$ cat src/rdsbuf_consts.vh
// Purpose: Shared constants of the block buffer serial readout
// Assumes: 125 MHz core clock, 16-bit decoded blocks
// Notes:   Definitions only, no logic
`ifndef RDSBUF_CONSTS_VH
`define RDSBUF_CONSTS_VH

// ----------------------------------------------------------------
// Serial address phase
// ----------------------------------------------------------------
`define RB_ADDR_W      8
`define RB_ADDR_CNT_W  4
`define RB_ADDR_WR     8'hA2
`define RB_ADDR_RD     8'hA3

// ----------------------------------------------------------------
// Block store
// ----------------------------------------------------------------
`define RB_DATA_W      16
`define RB_PTR_W       5
`define RB_DEPTH       5'h18
`define RB_LAST_IDX    5'h17
`define RB_THR_ONE     5'h01
`define RB_THR_HIGH    5'h0C
`define RB_FIFO_DEPTH  4
`define RB_FIFO_AW     2

// ----------------------------------------------------------------
// Readout frame: two flag bits then the block, MSB first
// ----------------------------------------------------------------
`define RB_FRAME_W     18
`define RB_BIT_CNT_W   5
`define RB_LAST_BIT    5'h11

// ----------------------------------------------------------------
// Timing
// ----------------------------------------------------------------
`define RB_CLK_NS      8
`define RB_TDO_NS      265000
`define RB_TDO_CYC     ((`RB_TDO_NS + `RB_CLK_NS - 1) / `RB_CLK_NS)
`define RB_TMR_W       16

`endif

$ cat src/rdsbuf_top.v
// Purpose: Block buffer, request line and serial readout port
// Assumes: Serial pins asynchronous to clk, decoder on clk
// Notes:   Request line is open drain, oe high pulls it low
`timescale 1ns/1ps
`default_nettype none
`include "rdsbuf_consts.vh"

// ----------------------------------------------------------------
// Input FIFO between decoder and block store
// ----------------------------------------------------------------
module rdsbuf_fifo #(
    parameter WIDTH = 16,
    parameter DEPTH = 4,
    parameter AW    = 2
) (
    // Clock and reset
    input  wire             clk,
    input  wire             nrst,
    // Fill side
    input  wire             in_valid,
    input  wire [WIDTH-1:0] in_data,
    output reg              in_ready,
    // Drain side
    output wire             out_valid,
    output wire [WIDTH-1:0] out_data,
    input  wire             out_ready
);
    reg [WIDTH-1:0] mem [0:DEPTH-1];
    reg [AW-1:0]    wr_ptr_reg;
    reg [AW-1:0]    rd_ptr_reg;
    reg [AW:0]      cnt_reg;
    reg [AW:0]      cnt_next;
    wire            push;
    wire            pop;

    assign push      = in_valid && in_ready;
    assign pop       = out_valid && out_ready;
    assign out_valid = (cnt_reg != {(AW+1){1'b0}});
    assign out_data  = mem[rd_ptr_reg];

    always @* begin
        cnt_next = cnt_reg;
        if (push && !pop) begin
            cnt_next = cnt_reg + 1'b1;
        end else if (pop && !push) begin
            cnt_next = cnt_reg - 1'b1;
        end
    end

    always @(posedge clk) begin
        if (push) begin
            mem[wr_ptr_reg] <= in_data;
        end
    end

    // Full flag is registered so ready never depends on out_ready
    always @(posedge clk) begin
        if (!nrst) begin
            wr_ptr_reg <= {AW{1'b0}};
            rd_ptr_reg <= {AW{1'b0}};
            cnt_reg    <= {(AW+1){1'b0}};
            in_ready   <= 1'b0;
        end else begin
            cnt_reg  <= cnt_next;
            in_ready <= (cnt_next != DEPTH[AW:0]);
            if (push) begin
                wr_ptr_reg <= wr_ptr_reg + 1'b1;
            end
            if (pop) begin
                rd_ptr_reg <= rd_ptr_reg + 1'b1;
            end
        end
    end
endmodule // rdsbuf_fifo

// Functional notes
// RULE_01 - Eight address bits pick device and direction
// RULE_02 - Store holds at most 24 decoded blocks
// RULE_03 - Stored block pulls request line low
// RULE_04 - Release line high 265 us after readout
// RULE_05 - Empty store keeps line high until block; sync found still moves to R_REQ and pulls it low with the store empty
// RULE_06 - Unread blocks pull line low after release
// RULE_07 - After sync reset, high until sync found
// RULE_08 - Request after empty never overwritten within 480 ms
// RULE_09 - Request after release keeps data 20 ms
// RULE_10 - Host keeps strobe high under 20 ms
// RULE_11 - Readout without pending request gives zeros
// RULE_12 - Host treats early fall as other device
// RULE_13 - Host prefers embedded flags over line level
// RULE_14 - Ignore serial bus until oscillator runs
// RULE_15 - High threshold setting waits for 12 blocks
// RULE_16 - Shifted block is removed, read position advances
module rdsbuf_top #(
    parameter TDO_CYC = `RB_TDO_CYC
) (
    // Clock and reset
    input  wire                  clk,
    input  wire                  nrst,
    // Serial bus pins
    input  wire                  transfer_enable,
    input  wire                  serial_shift_clock,
    input  wire                  serial_input_line,
    output reg                   request_line_o,
    output reg                   request_line_oe,
    // Decoded block stream
    input  wire                  blk_valid,
    input  wire [`RB_DATA_W-1:0] blk_data,
    output wire                  blk_ready,
    // Decoder status
    input  wire                  osc_running,
    input  wire                  sync_reset,
    input  wire                  sync_found,
    // Request threshold straps
    input  wire                  request_threshold_select_low,
    input  wire                  request_threshold_select_high,
    // Store level
    output reg  [`RB_PTR_W-1:0]  level_out
);
    // ------------------------------------------------------------
    // Request line states
    // ------------------------------------------------------------
    localparam [2:0] R_UNSYNC = 3'h0;
    localparam [2:0] R_WAIT   = 3'h1;
    localparam [2:0] R_REQ    = 3'h2;
    localparam [2:0] R_READ   = 3'h3;
    localparam [2:0] R_REL    = 3'h4;
    localparam [31:0]          TDO_M1   = TDO_CYC - 1;
    localparam [`RB_TMR_W-1:0] TDO_LAST = TDO_M1[`RB_TMR_W-1:0];

    function [`RB_PTR_W-1:0] rb_inc;
        input [`RB_PTR_W-1:0] p;
        begin
            rb_inc = (p == `RB_LAST_IDX) ? {`RB_PTR_W{1'b0}} : p + 1'b1;
        end
    endfunction

    function rb_hit;
        input [`RB_ADDR_W-1:0]     a;
        input [`RB_ADDR_CNT_W-1:0] n;
        input [`RB_ADDR_W-1:0]     t;
        begin
            rb_hit = (n == `RB_ADDR_W) && (a == t);
        end
    endfunction

    // ------------------------------------------------------------
    // Pin synchronisers
    // ------------------------------------------------------------
    wire [3:0] pin_raw;
    wire [3:0] pin_s;
    assign pin_raw = {osc_running, serial_input_line,
                      serial_shift_clock, transfer_enable};

    genvar gi;
    generate
        for (gi = 0; gi < 4; gi = gi + 1) begin : g_sync
            reg s1_reg;
            reg s2_reg;
            always @(posedge clk) begin
                if (!nrst) begin
                    s1_reg <= 1'b0;
                    s2_reg <= 1'b0;
                end else begin
                    s1_reg <= pin_raw[gi];
                    s2_reg <= s1_reg;
                end
            end
            assign pin_s[gi] = s2_reg;
        end
    endgenerate

    reg  ce_d_reg;
    reg  cl_d_reg;
    wire ce_rise;
    wire ce_fall;
    wire cl_rise;
    wire cl_fall;
    assign ce_rise = pin_s[0] && !ce_d_reg;
    assign ce_fall = !pin_s[0] && ce_d_reg;
    assign cl_rise = pin_s[1] && !cl_d_reg;
    assign cl_fall = !pin_s[1] && cl_d_reg;

    // ------------------------------------------------------------
    // Input FIFO and block store
    // ------------------------------------------------------------
    wire                  f_valid;
    wire [`RB_DATA_W-1:0] f_data;
    wire                  f_ready;
    wire                  store;
    wire                  pop;
    reg  [`RB_DATA_W-1:0] mem [0:`RB_DEPTH-1];
    reg  [`RB_PTR_W-1:0]  wr_ptr_reg;
    reg  [`RB_PTR_W-1:0]  rd_ptr_reg;
    reg  [`RB_PTR_W-1:0]  level_reg;
    reg  [`RB_PTR_W-1:0]  level_next;
    wire [`RB_PTR_W-1:0]  thr;

    rdsbuf_fifo #(
        .WIDTH (`RB_DATA_W),
        .DEPTH (`RB_FIFO_DEPTH),
        .AW    (`RB_FIFO_AW)
    ) u_fifo (
        .clk       (clk),
        .nrst      (nrst),
        .in_valid  (blk_valid),
        .in_data   (blk_data),
        .in_ready  (blk_ready),
        .out_valid (f_valid),
        .out_data  (f_data),
        .out_ready (f_ready)
    );

    // Full store refuses new blocks, so a requested block survives
    assign f_ready = (level_reg != `RB_DEPTH) && !pop; // [RULE_02] [RULE_08] [RULE_09]
    assign store   = f_valid && f_ready;
    assign thr     = (request_threshold_select_low &&
                      request_threshold_select_high) ?
                     `RB_THR_HIGH : `RB_THR_ONE; // [RULE_15]

    always @* begin
        level_next = level_reg;
        if (store) begin
            level_next = level_reg + 1'b1;
        end else if (pop) begin
            level_next = level_reg - 1'b1;
        end
    end

    always @(posedge clk) begin
        if (store) begin
            mem[wr_ptr_reg] <= f_data;
        end
    end

    // ------------------------------------------------------------
    // Address phase and readout shifter
    // ------------------------------------------------------------
    reg [`RB_ADDR_W-1:0]     addr_reg;
    reg [`RB_ADDR_CNT_W-1:0] addr_cnt_reg;
    reg                      reading_reg;
    reg                      real_reg;
    reg [`RB_FRAME_W-1:0]    sh_reg;
    reg [`RB_BIT_CNT_W-1:0]  bit_cnt_reg;
    reg [2:0]                state_reg;
    reg [2:0]                state_next;
    reg [`RB_TMR_W-1:0]      tmr_reg;
    wire                     rd_start;
    wire                     frame_end;
    wire [`RB_PTR_W-1:0]     left;

    // Bus traffic before the oscillator runs is not decoded
    assign rd_start  = ce_rise && pin_s[3] &&
                       rb_hit(addr_reg, addr_cnt_reg, `RB_ADDR_RD); // [RULE_01] [RULE_14]
    assign frame_end = reading_reg && pin_s[0] && cl_fall &&
                       (bit_cnt_reg == `RB_LAST_BIT);
    assign pop       = frame_end && real_reg; // [RULE_16]
    assign left      = level_reg - 1'b1;

    always @(posedge clk) begin
        if (!nrst) begin
            ce_d_reg     <= 1'b0;
            cl_d_reg     <= 1'b0;
            addr_reg     <= {`RB_ADDR_W{1'b0}};
            addr_cnt_reg <= {`RB_ADDR_CNT_W{1'b0}};
            reading_reg  <= 1'b0;
            real_reg     <= 1'b0;
            sh_reg       <= {`RB_FRAME_W{1'b0}};
            bit_cnt_reg  <= {`RB_BIT_CNT_W{1'b0}};
            wr_ptr_reg   <= {`RB_PTR_W{1'b0}};
            rd_ptr_reg   <= {`RB_PTR_W{1'b0}};
            level_reg    <= {`RB_PTR_W{1'b0}};
        end else begin
            ce_d_reg  <= pin_s[0];
            cl_d_reg  <= pin_s[1];
            level_reg <= level_next;
            if (store) begin
                wr_ptr_reg <= rb_inc(wr_ptr_reg);
            end
            if (!pin_s[0]) begin
                // Address bits, LSB first, while the strobe is low
                reading_reg <= 1'b0;
                if (ce_fall) begin
                    addr_cnt_reg <= {`RB_ADDR_CNT_W{1'b0}};
                end else if (cl_rise && pin_s[3] &&
                             addr_cnt_reg != `RB_ADDR_W) begin
                    addr_reg     <= {pin_s[2], addr_reg[`RB_ADDR_W-1:1]}; // [RULE_01]
                    addr_cnt_reg <= addr_cnt_reg + 1'b1;
                end
            end else if (rd_start) begin
                // Write transfers are accepted but carry nothing here
                reading_reg <= 1'b1;
                bit_cnt_reg <= {`RB_BIT_CNT_W{1'b0}};
                if (state_reg == R_REQ && level_reg != 5'h00) begin
                    real_reg <= 1'b1;
                    sh_reg   <= {left == 5'h00, left >= `RB_THR_HIGH,
                                 mem[rd_ptr_reg]};
                end else begin
                    real_reg <= 1'b0;
                    sh_reg   <= {`RB_FRAME_W{1'b0}}; // [RULE_11]
                end
            end else if (reading_reg && cl_fall) begin
                if (frame_end) begin
                    bit_cnt_reg <= {`RB_BIT_CNT_W{1'b0}};
                    if (real_reg) begin
                        // Next block follows in the same transfer
                        rd_ptr_reg <= rb_inc(rd_ptr_reg); // [RULE_16]
                        if (left != 5'h00) begin
                            sh_reg <= {left == 5'h01,
                                       left > `RB_THR_HIGH,
                                       mem[rb_inc(rd_ptr_reg)]};
                        end else begin
                            real_reg <= 1'b0;
                            sh_reg   <= {`RB_FRAME_W{1'b0}}; // [RULE_11]
                        end
                    end
                end else begin
                    bit_cnt_reg <= bit_cnt_reg + 1'b1;
                    sh_reg      <= {sh_reg[`RB_FRAME_W-2:0], 1'b0};
                end
            end
        end
    end

    // ------------------------------------------------------------
    // Request line control
    // ------------------------------------------------------------
    always @* begin
        state_next = state_reg;
        case (state_reg)
            R_UNSYNC: begin
                if (sync_found) begin
                    state_next = R_REQ; // [RULE_07]
                end
            end
            R_WAIT: begin
                if (rd_start) begin
                    state_next = R_READ;
                end else if (level_reg >= thr) begin
                    state_next = R_REQ; // [RULE_03] [RULE_05] [RULE_15]
                end
            end
            R_REQ: begin
                if (rd_start) begin
                    state_next = R_READ;
                end
            end
            R_READ: begin
                if (ce_fall) begin
                    state_next = R_REL; // [RULE_04]
                end
            end
            R_REL: begin
                if (rd_start) begin
                    state_next = R_READ;
                end else if (tmr_reg == TDO_LAST) begin
                    state_next = (level_reg >= thr) ? R_REQ : R_WAIT; // [RULE_06] [RULE_05]
                end
            end
            default: begin
                state_next = R_UNSYNC;
            end
        endcase
        // A sync reset outranks every other state change
        if (sync_reset) begin
            state_next = R_UNSYNC; // [RULE_07]
        end
    end

    always @(posedge clk) begin
        if (!nrst) begin
            state_reg       <= R_UNSYNC;
            tmr_reg         <= {`RB_TMR_W{1'b0}};
            request_line_o  <= 1'b0;
            request_line_oe <= 1'b0;
            level_out       <= {`RB_PTR_W{1'b0}};
        end else begin
            state_reg <= state_next;
            level_out <= level_reg;
            if (state_reg == R_REL) begin
                tmr_reg <= tmr_reg + 1'b1; // [RULE_04]
            end else begin
                tmr_reg <= {`RB_TMR_W{1'b0}};
            end
            // Readout data while strobe high, else the request level;
            // an unsynchronised readout still shifts its zero frame
            if ((state_next == R_READ || reading_reg) && pin_s[0]) begin
                request_line_oe <= !sh_reg[`RB_FRAME_W-1]; // [RULE_11]
            end else begin
                request_line_oe <= (state_next == R_REQ); // [RULE_03]
            end
        end
    end
endmodule // rdsbuf_top

`default_nettype wire

$ cat config.mk
export PLATFORM = sky130hd
export DESIGN_NAME = rdsbuf_top
export DESIGN_NICKNAME = d
export VERILOG_FILES = /design/src/rdsbuf_top.v
export VERILOG_INCLUDE_DIRS = /design/src
export SDC_FILE = /design/constraint.sdc
export NUM_CORES = 1
export LEC_CHECK = 0
export BUFFER_PORTS_ARGS = -buffer_cell sky130_fd_sc_hd__buf_2
export CAP_MARGIN = 15
export CORE_ASPECT_RATIO = 0.9
export CORE_MARGIN = 2
export CORE_UTILIZATION = 40
export DETAILED_ROUTE_END_ITERATION = 6
export HOLD_SLACK_MARGIN = 0.08
export SYNTH_ARGS = -nofsm -noshare
export SYNTH_HDL_FRONTEND = slang
export SYNTH_SLANG_ARGS = --single-unit
$ cat constraint.sdc
create_clock -name clk -period 3.6 [get_ports clk]
set_clock_uncertainty 0.05 [all_clocks]
set_input_delay 0.18 -clock clk [delete_from_list [all_inputs] [get_ports clk]]
set_output_delay 0.18 -clock clk [all_outputs]
set_load 0.005 [all_outputs]
=== Word level (Yosys, flattened, before mapping) ===
Memories as Yosys holds them, arrays and structs flattened. A register that Yosys moved wholly into a read port is not among the register bits.
Index checks and enable logic that the tools add are counted.

* Add/subtract/negate cells: 11
* $lt $le $gt $ge: 3
* Eq/ne operators: 17
* Mux-type cells: 43
* Bitwise operators: 3
* Reduce and logical (&&, ||, !) cells: 48

{| class="wikitable"
|+ Operator list
! kind !! number
|-
| $mux 18 || 6
|-
| $mux 5 || 9
|-
| $mux 3 || 10
|-
| $logic_and 1x1->1 || 22
|-
| $add 5x1->5 const B || 4
|-
| $add 16x1->16 const B || 1
|-
| $eq 16x16->1 const B || 1
|-
| $eq 5x5->1 const B || 3
|-
| $pmux 3 s5 || 1
|-
| $eq 3x2->1 const B || 4
|-
| $mux 4 || 3
|-
| $mux 1 || 11
|-
| $reduce_bool 5->1 || 2
|-
| $reduce_and 3->1 || 3
|-
| $eq 8x8->1 const B || 1
|-
| $logic_not 1->1 || 8
|-
| $reduce_and 2->1 || 4
|-
| $reduce_bool 2->1 || 4
|-
| $mux 2 || 3
|-
| $ne 3x3->1 const B || 2
|-
| $eq 5x1->1 const B || 1
|-
| $ge 5x4->1 || 1
|-
| $ge 5x4->1 const B || 1
|-
| $gt 5x4->1 const B || 1
|-
| other kinds (16) || 19
|}

* Register bits: 95
* RAM bits: 448
* Input port bits: 27
* Output and inout port bits: 8
* Word-level logic and storage cells: 154
* Memories: 2

{| class="wikitable"
|+ Memories
! name !! words !! bits a word !! read ports !! clocked after Yosys merged registers in !! write ports !! RTL line !! source
|-
| mem || 24 || 16 || 2 || 1 || 1 || rdsbuf_top.v:191 || <nowiki>reg [`RB_DATA_W-1:0] mem [0:`RB_DEPTH-1];</nowiki>
|-
| u_fifo.mem || 4 || 16 || 1 || 1 || 1 || rdsbuf_top.v:28 || <nowiki>reg [WIDTH-1:0] mem [0:DEPTH-1];</nowiki>
|}

=== Depth between registers and ports, before layout ===
* Depth in word-level cells: 12
* Gate-level depth with buffers: 11
* Depth with buffers taken out: 8

=== By module ===
A second synthesis with hierarchy kept.

* Cell total of the unflattened synthesis: 1,510
* Area, all modules: 24,941.4 um2

{| class="wikitable"
|+ Modules (own cells, without submodules)
! module !! instances !! cells an instance !! area an instance (um2) !! sequential area each (um2)
|-
| rdsbuf_top || 1 || 1,368 || 22,088.7 || 13,372.8
|-
| rdsbuf_fifo || 1 || 142 || 2,852.7 || 2,122.0
|}

=== Least setup slack after synthesis ===
OpenSTA, ideal clock, no wires.

* Path type: register -> register
* Start point: reg level_reg[0]
* End point: mem mem[23][0] (netlist bit) (enable)
* Setup time: 0.388 ns
* Arrival time: 2.542 ns
* Required time: 3.162 ns
* Slack: 0.620 ns
* Stages on the path, launching flop included: 8
* Path buffers: 1
* Clock period less this slack: 2.980 ns
* Cells stage by stage: dfxtp_1 > inv_1 > ha_1 > a41o_1 > nor2_2 > buf_2 > nand2_1 > nor2_1

* Longest elaborated chain between the ends: 5

{| class="wikitable"
|+ RTL lines
! element !! RTL line !! source
|-
| from (decl) || rdsbuf_top.v:194 || <nowiki>reg [`RB_PTR_W-1:0] level_reg;</nowiki>
|-
| from (signal assigned) || rdsbuf_top.v:271 || <nowiki>level_reg <= {`RB_PTR_W{1'b0}};</nowiki>
|-
| from (signal assigned) || rdsbuf_top.v:275 || <nowiki>level_reg <= level_next;</nowiki>
|-
| $ne 5x5->1 (no source line) || n/a ||
|-
| $logic_and 1x1->1 || rdsbuf_top.v:214 || <nowiki>assign f_ready = (level_reg != `RB_DEPTH) && !pop;</nowiki>
|-
| $logic_and 1x1->1 || rdsbuf_top.v:215 || <nowiki>assign store = f_valid && f_ready;</nowiki>
|-
| $mux 1 || rdsbuf_top.v:230 || <nowiki>if (store) begin</nowiki>
|-
| $mux 1 (implied by the code) || rdsbuf_top.v:231 || <nowiki>mem[wr_ptr_reg] <= f_data;</nowiki>
|-
| to (decl) || rdsbuf_top.v:191 ||
|}

No other way between the ends.

=== Final worst setup path ===
* Start point: reg rd_ptr_reg[0]
* End point: reg sh_reg[13]

* Longest elaborated chain between the ends: 8
* Elaborated cells between the ends (all ways): 9
* Classes of those cells: add/sub (1); eq/ne (1); mux (6); memory (1)

{| class="wikitable"
|+ RTL lines
! element !! RTL line !! source
|-
| from (decl) || rdsbuf_top.v:193 || <nowiki>reg [`RB_PTR_W-1:0] rd_ptr_reg;</nowiki>
|-
| from (signal assigned) || rdsbuf_top.v:270 || <nowiki>rd_ptr_reg <= {`RB_PTR_W{1'b0}};</nowiki>
|-
| from (signal assigned) || rdsbuf_top.v:306 || <nowiki>rd_ptr_reg <= rb_inc(rd_ptr_reg);</nowiki>
|-
| $add 5x1->5 or $eq 5x5->1 (tied branches) || n/a ||
|-
| $mux 5 (*) || rdsbuf_top.v:133 || <nowiki>rb_inc = (p == `RB_LAST_IDX) ? {`RB_PTR_W{1'b0}} : p + 1'b1;</nowiki>
|-
| $mem_v2 24x16 (*) || n/a ||
|-
| $mux 18 (*) || rdsbuf_top.v:307 || <nowiki>if (left != 5'h00) begin</nowiki>
|-
| $mux 18 (*) || rdsbuf_top.v:304 || <nowiki>if (real_reg) begin</nowiki>
|-
| $mux 18 (*) || rdsbuf_top.v:302 || <nowiki>if (frame_end) begin</nowiki>
|-
| $mux 18 (*) || rdsbuf_top.v:301 || <nowiki>end else if (reading_reg && cl_fall) begin</nowiki>
|-
| $mux 18 (*) || rdsbuf_top.v:289 || <nowiki>end else if (rd_start) begin</nowiki>
|-
| to (signal assigned) || rdsbuf_top.v:295 || <nowiki>sh_reg <= {left == 5'h00, left >= `RB_THR_HIGH,</nowiki>
|-
| to (signal assigned) || rdsbuf_top.v:299 || <nowiki>sh_reg <= {`RB_FRAME_W{1'b0}};</nowiki>
|-
| to (signal assigned) || rdsbuf_top.v:308 || <nowiki>sh_reg <= {left == 5'h01,</nowiki>
|-
| to (decl) || rdsbuf_top.v:242 || <nowiki>reg [`RB_FRAME_W-1:0] sh_reg;</nowiki>
|}

Every way passes the cells marked *; elsewhere a longest branch is shown, timed or not. The select of a mux whose other input is x is not followed.
A chain may end at the register's enable or synchronous reset.

==> run summary <==
Synth area leader = edfxtp_1
Internal power = 0.0122 W
Pins over their slew limit = 0
Maximum clock rate = 326 MHz
PostCTS Resize Cnt = 0
Sequential share of power = 0.502
RR Startpoint = rd_ptr_reg[0]
Die H = 240 µm
Switching Power = 0.00423 W
Unrepaired setup endpoints after global routing = false
Via count = 14705
CTS Root Cell = clkbuf_16
Required @ worst endpoint = 4.04 ns
Worst-skew pair later-pin latency = 0.63 ns
Clk buf depth = 3
Synth Flop Type = edfxtp_1
Number of buffers created by CTS = 57
Net Sw Frac = 0.257
Max reg flops = 384
Yosys warns = 0
Die Span X = 267 µm
Final setup violation count = 0
Hold Violations, Final = 0
Post-CTS Setup Bufs = 0
Gpl congestion = 0.847
Place WS = 0.580 ns
Crit share post-route = 0.851
Core area = 0.0613 mm²
HP Class = primary input to flip-flop
WL final = 66.3 mm
Final Core Density = 0.462
# rows = 86
#FFs+latches synth = 550
Final worst slack = 0.536 ns
Worst VDD drop = 0.568 mV
Reg clk slew, reported paths = 0.06 ns
DP Wirelength = 40.5 mm
Syn Nets = 1542
Top-area cell type share of the netlist area = 0.542
Asr flop ratio synth = 0
Cell variety after synth = 80
GRT overflow = 0
CP max FO = 35
Largest net degree at the start of global routing = 52
CP Launch Type = flip-flop
CTS tree = yes
# hold bufs at CTS = 23
Register area share after synthesis = 0.624
Vias in the first global route = 14586
Initial Utilization = 0.405
H-Tree Depth = 2
NumNets Final = 1628
Fraction of layout instances using a drive strength above 1 = 0.270
Critical Path End Type = flip-flop
Worst EP arrival = 3.51 ns
Syn Inst Count = 1489
Antenna Nets Post-Route = 0
Initial antenna violation count = 0
CTS Sinks = 550
Hold Startpoint = sync_found
Max-cap violations = 0
DR iter-0 viols = 1546
Area contributors post-synth = edfxtp_1 (54%), mux4_2 (17%), dfxtp_1 (8.2%)
I/O pins = 35
Synth cell count leaders = edfxtp_1 (448), mux4_2 (184), dfxtp_1 (102)
DIE AREA = 0.0641 mm²
Tot GR Track Use = 0.210
Post-synth EDFFs = 448
WL/cell = 27.4 µm
Setup TNS Final = 0 ns
Drt drc = 0
Drt first pass iters = 7
Port Buffers = 33
Vias/cell = 6.09
Outcome = finished, final reports clean
Gate power share = 0.141
Pwr Density = 580 mW/mm²
Synthesized area = 0.0248 mm²
# diodes = 0
Slew HR = 0.241
Area added between synthesis and finish = 14.0%
Post-route minimum period = 3.06 ns
Worst-margin pin slew = 1.13 ns
Avg Cell Area, Syn = 16.7 µm²
Most frequent cell after synthesis = edfxtp_1
Critical path type = flip-flop to flip-flop
CP startpoint = rd_ptr_reg[0]
Static Leak = 8.99 nW
Global-route wire length before repair = 97.5 mm
Clock share of power = 0.357
layer usage:
| metal | GRT usage | wire length, µm | vias up |
|---|---|---|---|
| met5 | 0 | 0 | - |
| met4 | 0.0608 | 1780 | 0 |
| met1 | 0.288 | 27200 | 7605 |
| met2 | 0.342 | 31500 | 716 |
| met3 | 0.0406 | 5840 | 114 |
| li1 | - | - | 6270 |
critical path, cell delays in order, from the launching register on:
cell and delay (ns):
dfxtp_1 0.68, ha_4 0.32, and4b_1 0.43, nor2_8 0.08, buf_12 0.22, mux4_1 0.47
mux2_2 0.29, a22oi_1 0.25, a31oi_1 0.11
metrics by stage:
| step | area (µm²) | total power, W | cells | hold WS (ns) |
|---|---|---|---|---|
| 2_1_floorplan | 24800 | 0.00970 | 1489 | 0.229 |
| 3_3_place_gp | 26200 | 0.0106 | 2285 | 0.338 |
| 3_5_place_dp | 26200 | 0.0107 | 2285 | 0.340 |
| 4_1_cts | 28300 | 0.0165 | 2416 | 0.0983 |
| 5_1_grt | 28300 | 0.0170 | 2416 | 0.119 |
| 6_report | 28300 | 0.0164 | 2416 | 0.119 |
worst paths after layout:
path	endpoint	slack [ns]	cells past startpoint
min	state_reg[1]	0.12	6
max	sh_reg[13]	0.54	8
min reg2reg	g_sync[0].s2_reg	0.38	1
max reg2reg	sh_reg[13]	0.54	8
cells in the final DEF, fill, tap and decap left out, types with 33 or more instances in the layout:
cell	n
buf_2	33
edfxtp_1	448
buf_4	60
dfxtp_1	100
clkbuf_16	58
nand2_1	69
o22ai_1	46
mux4_2	184
a21oi_1	34
nor2_1	67
power by group through the flow:
stage / combinational (W) / sequential (W) / clock (W)
floorplan: 0.00144 / 0.00826 / 0
global placement: 0.00223 / 0.00835 / 0
detailed placement: 0.00230 / 0.00838 / 0
CTS: 0.00232 / 0.00825 / 0.00597
global route: 0.00253 / 0.00829 / 0.00622
finish: 0.00232 / 0.00825 / 0.00586
area by class of cell:
type                            count  area, µm²
Tap cell                          792        991
Multi-Input combinational cell    817       8840
Inverter                           24       90.1
Fill cell                        5260      33000
Clock inverter                     26        282
Timing Repair Buffer              125       1030
Clock buffer                       82       1600
Sequential cell                   550      15500
cell families (layout without fill, tap and decap cells):
family / after synthesis / after routing / share of synthesized area
compound gates: 220 / 220 / 0.0592
xor+xnor: 27 / 27 / 0.00952
fa+ha+maj: 27 / 27 / 0.0135
buf+inv: 122 / 257 / 0.0247
flops: 550 / 550 / 0.624
mux: 255 / 255 / 0.210
other cells: 1 / 1 / 0.000151
simple gates: 287 / 287 / 0.0592
No activity file was read; power rests on OpenSTA's default activity.
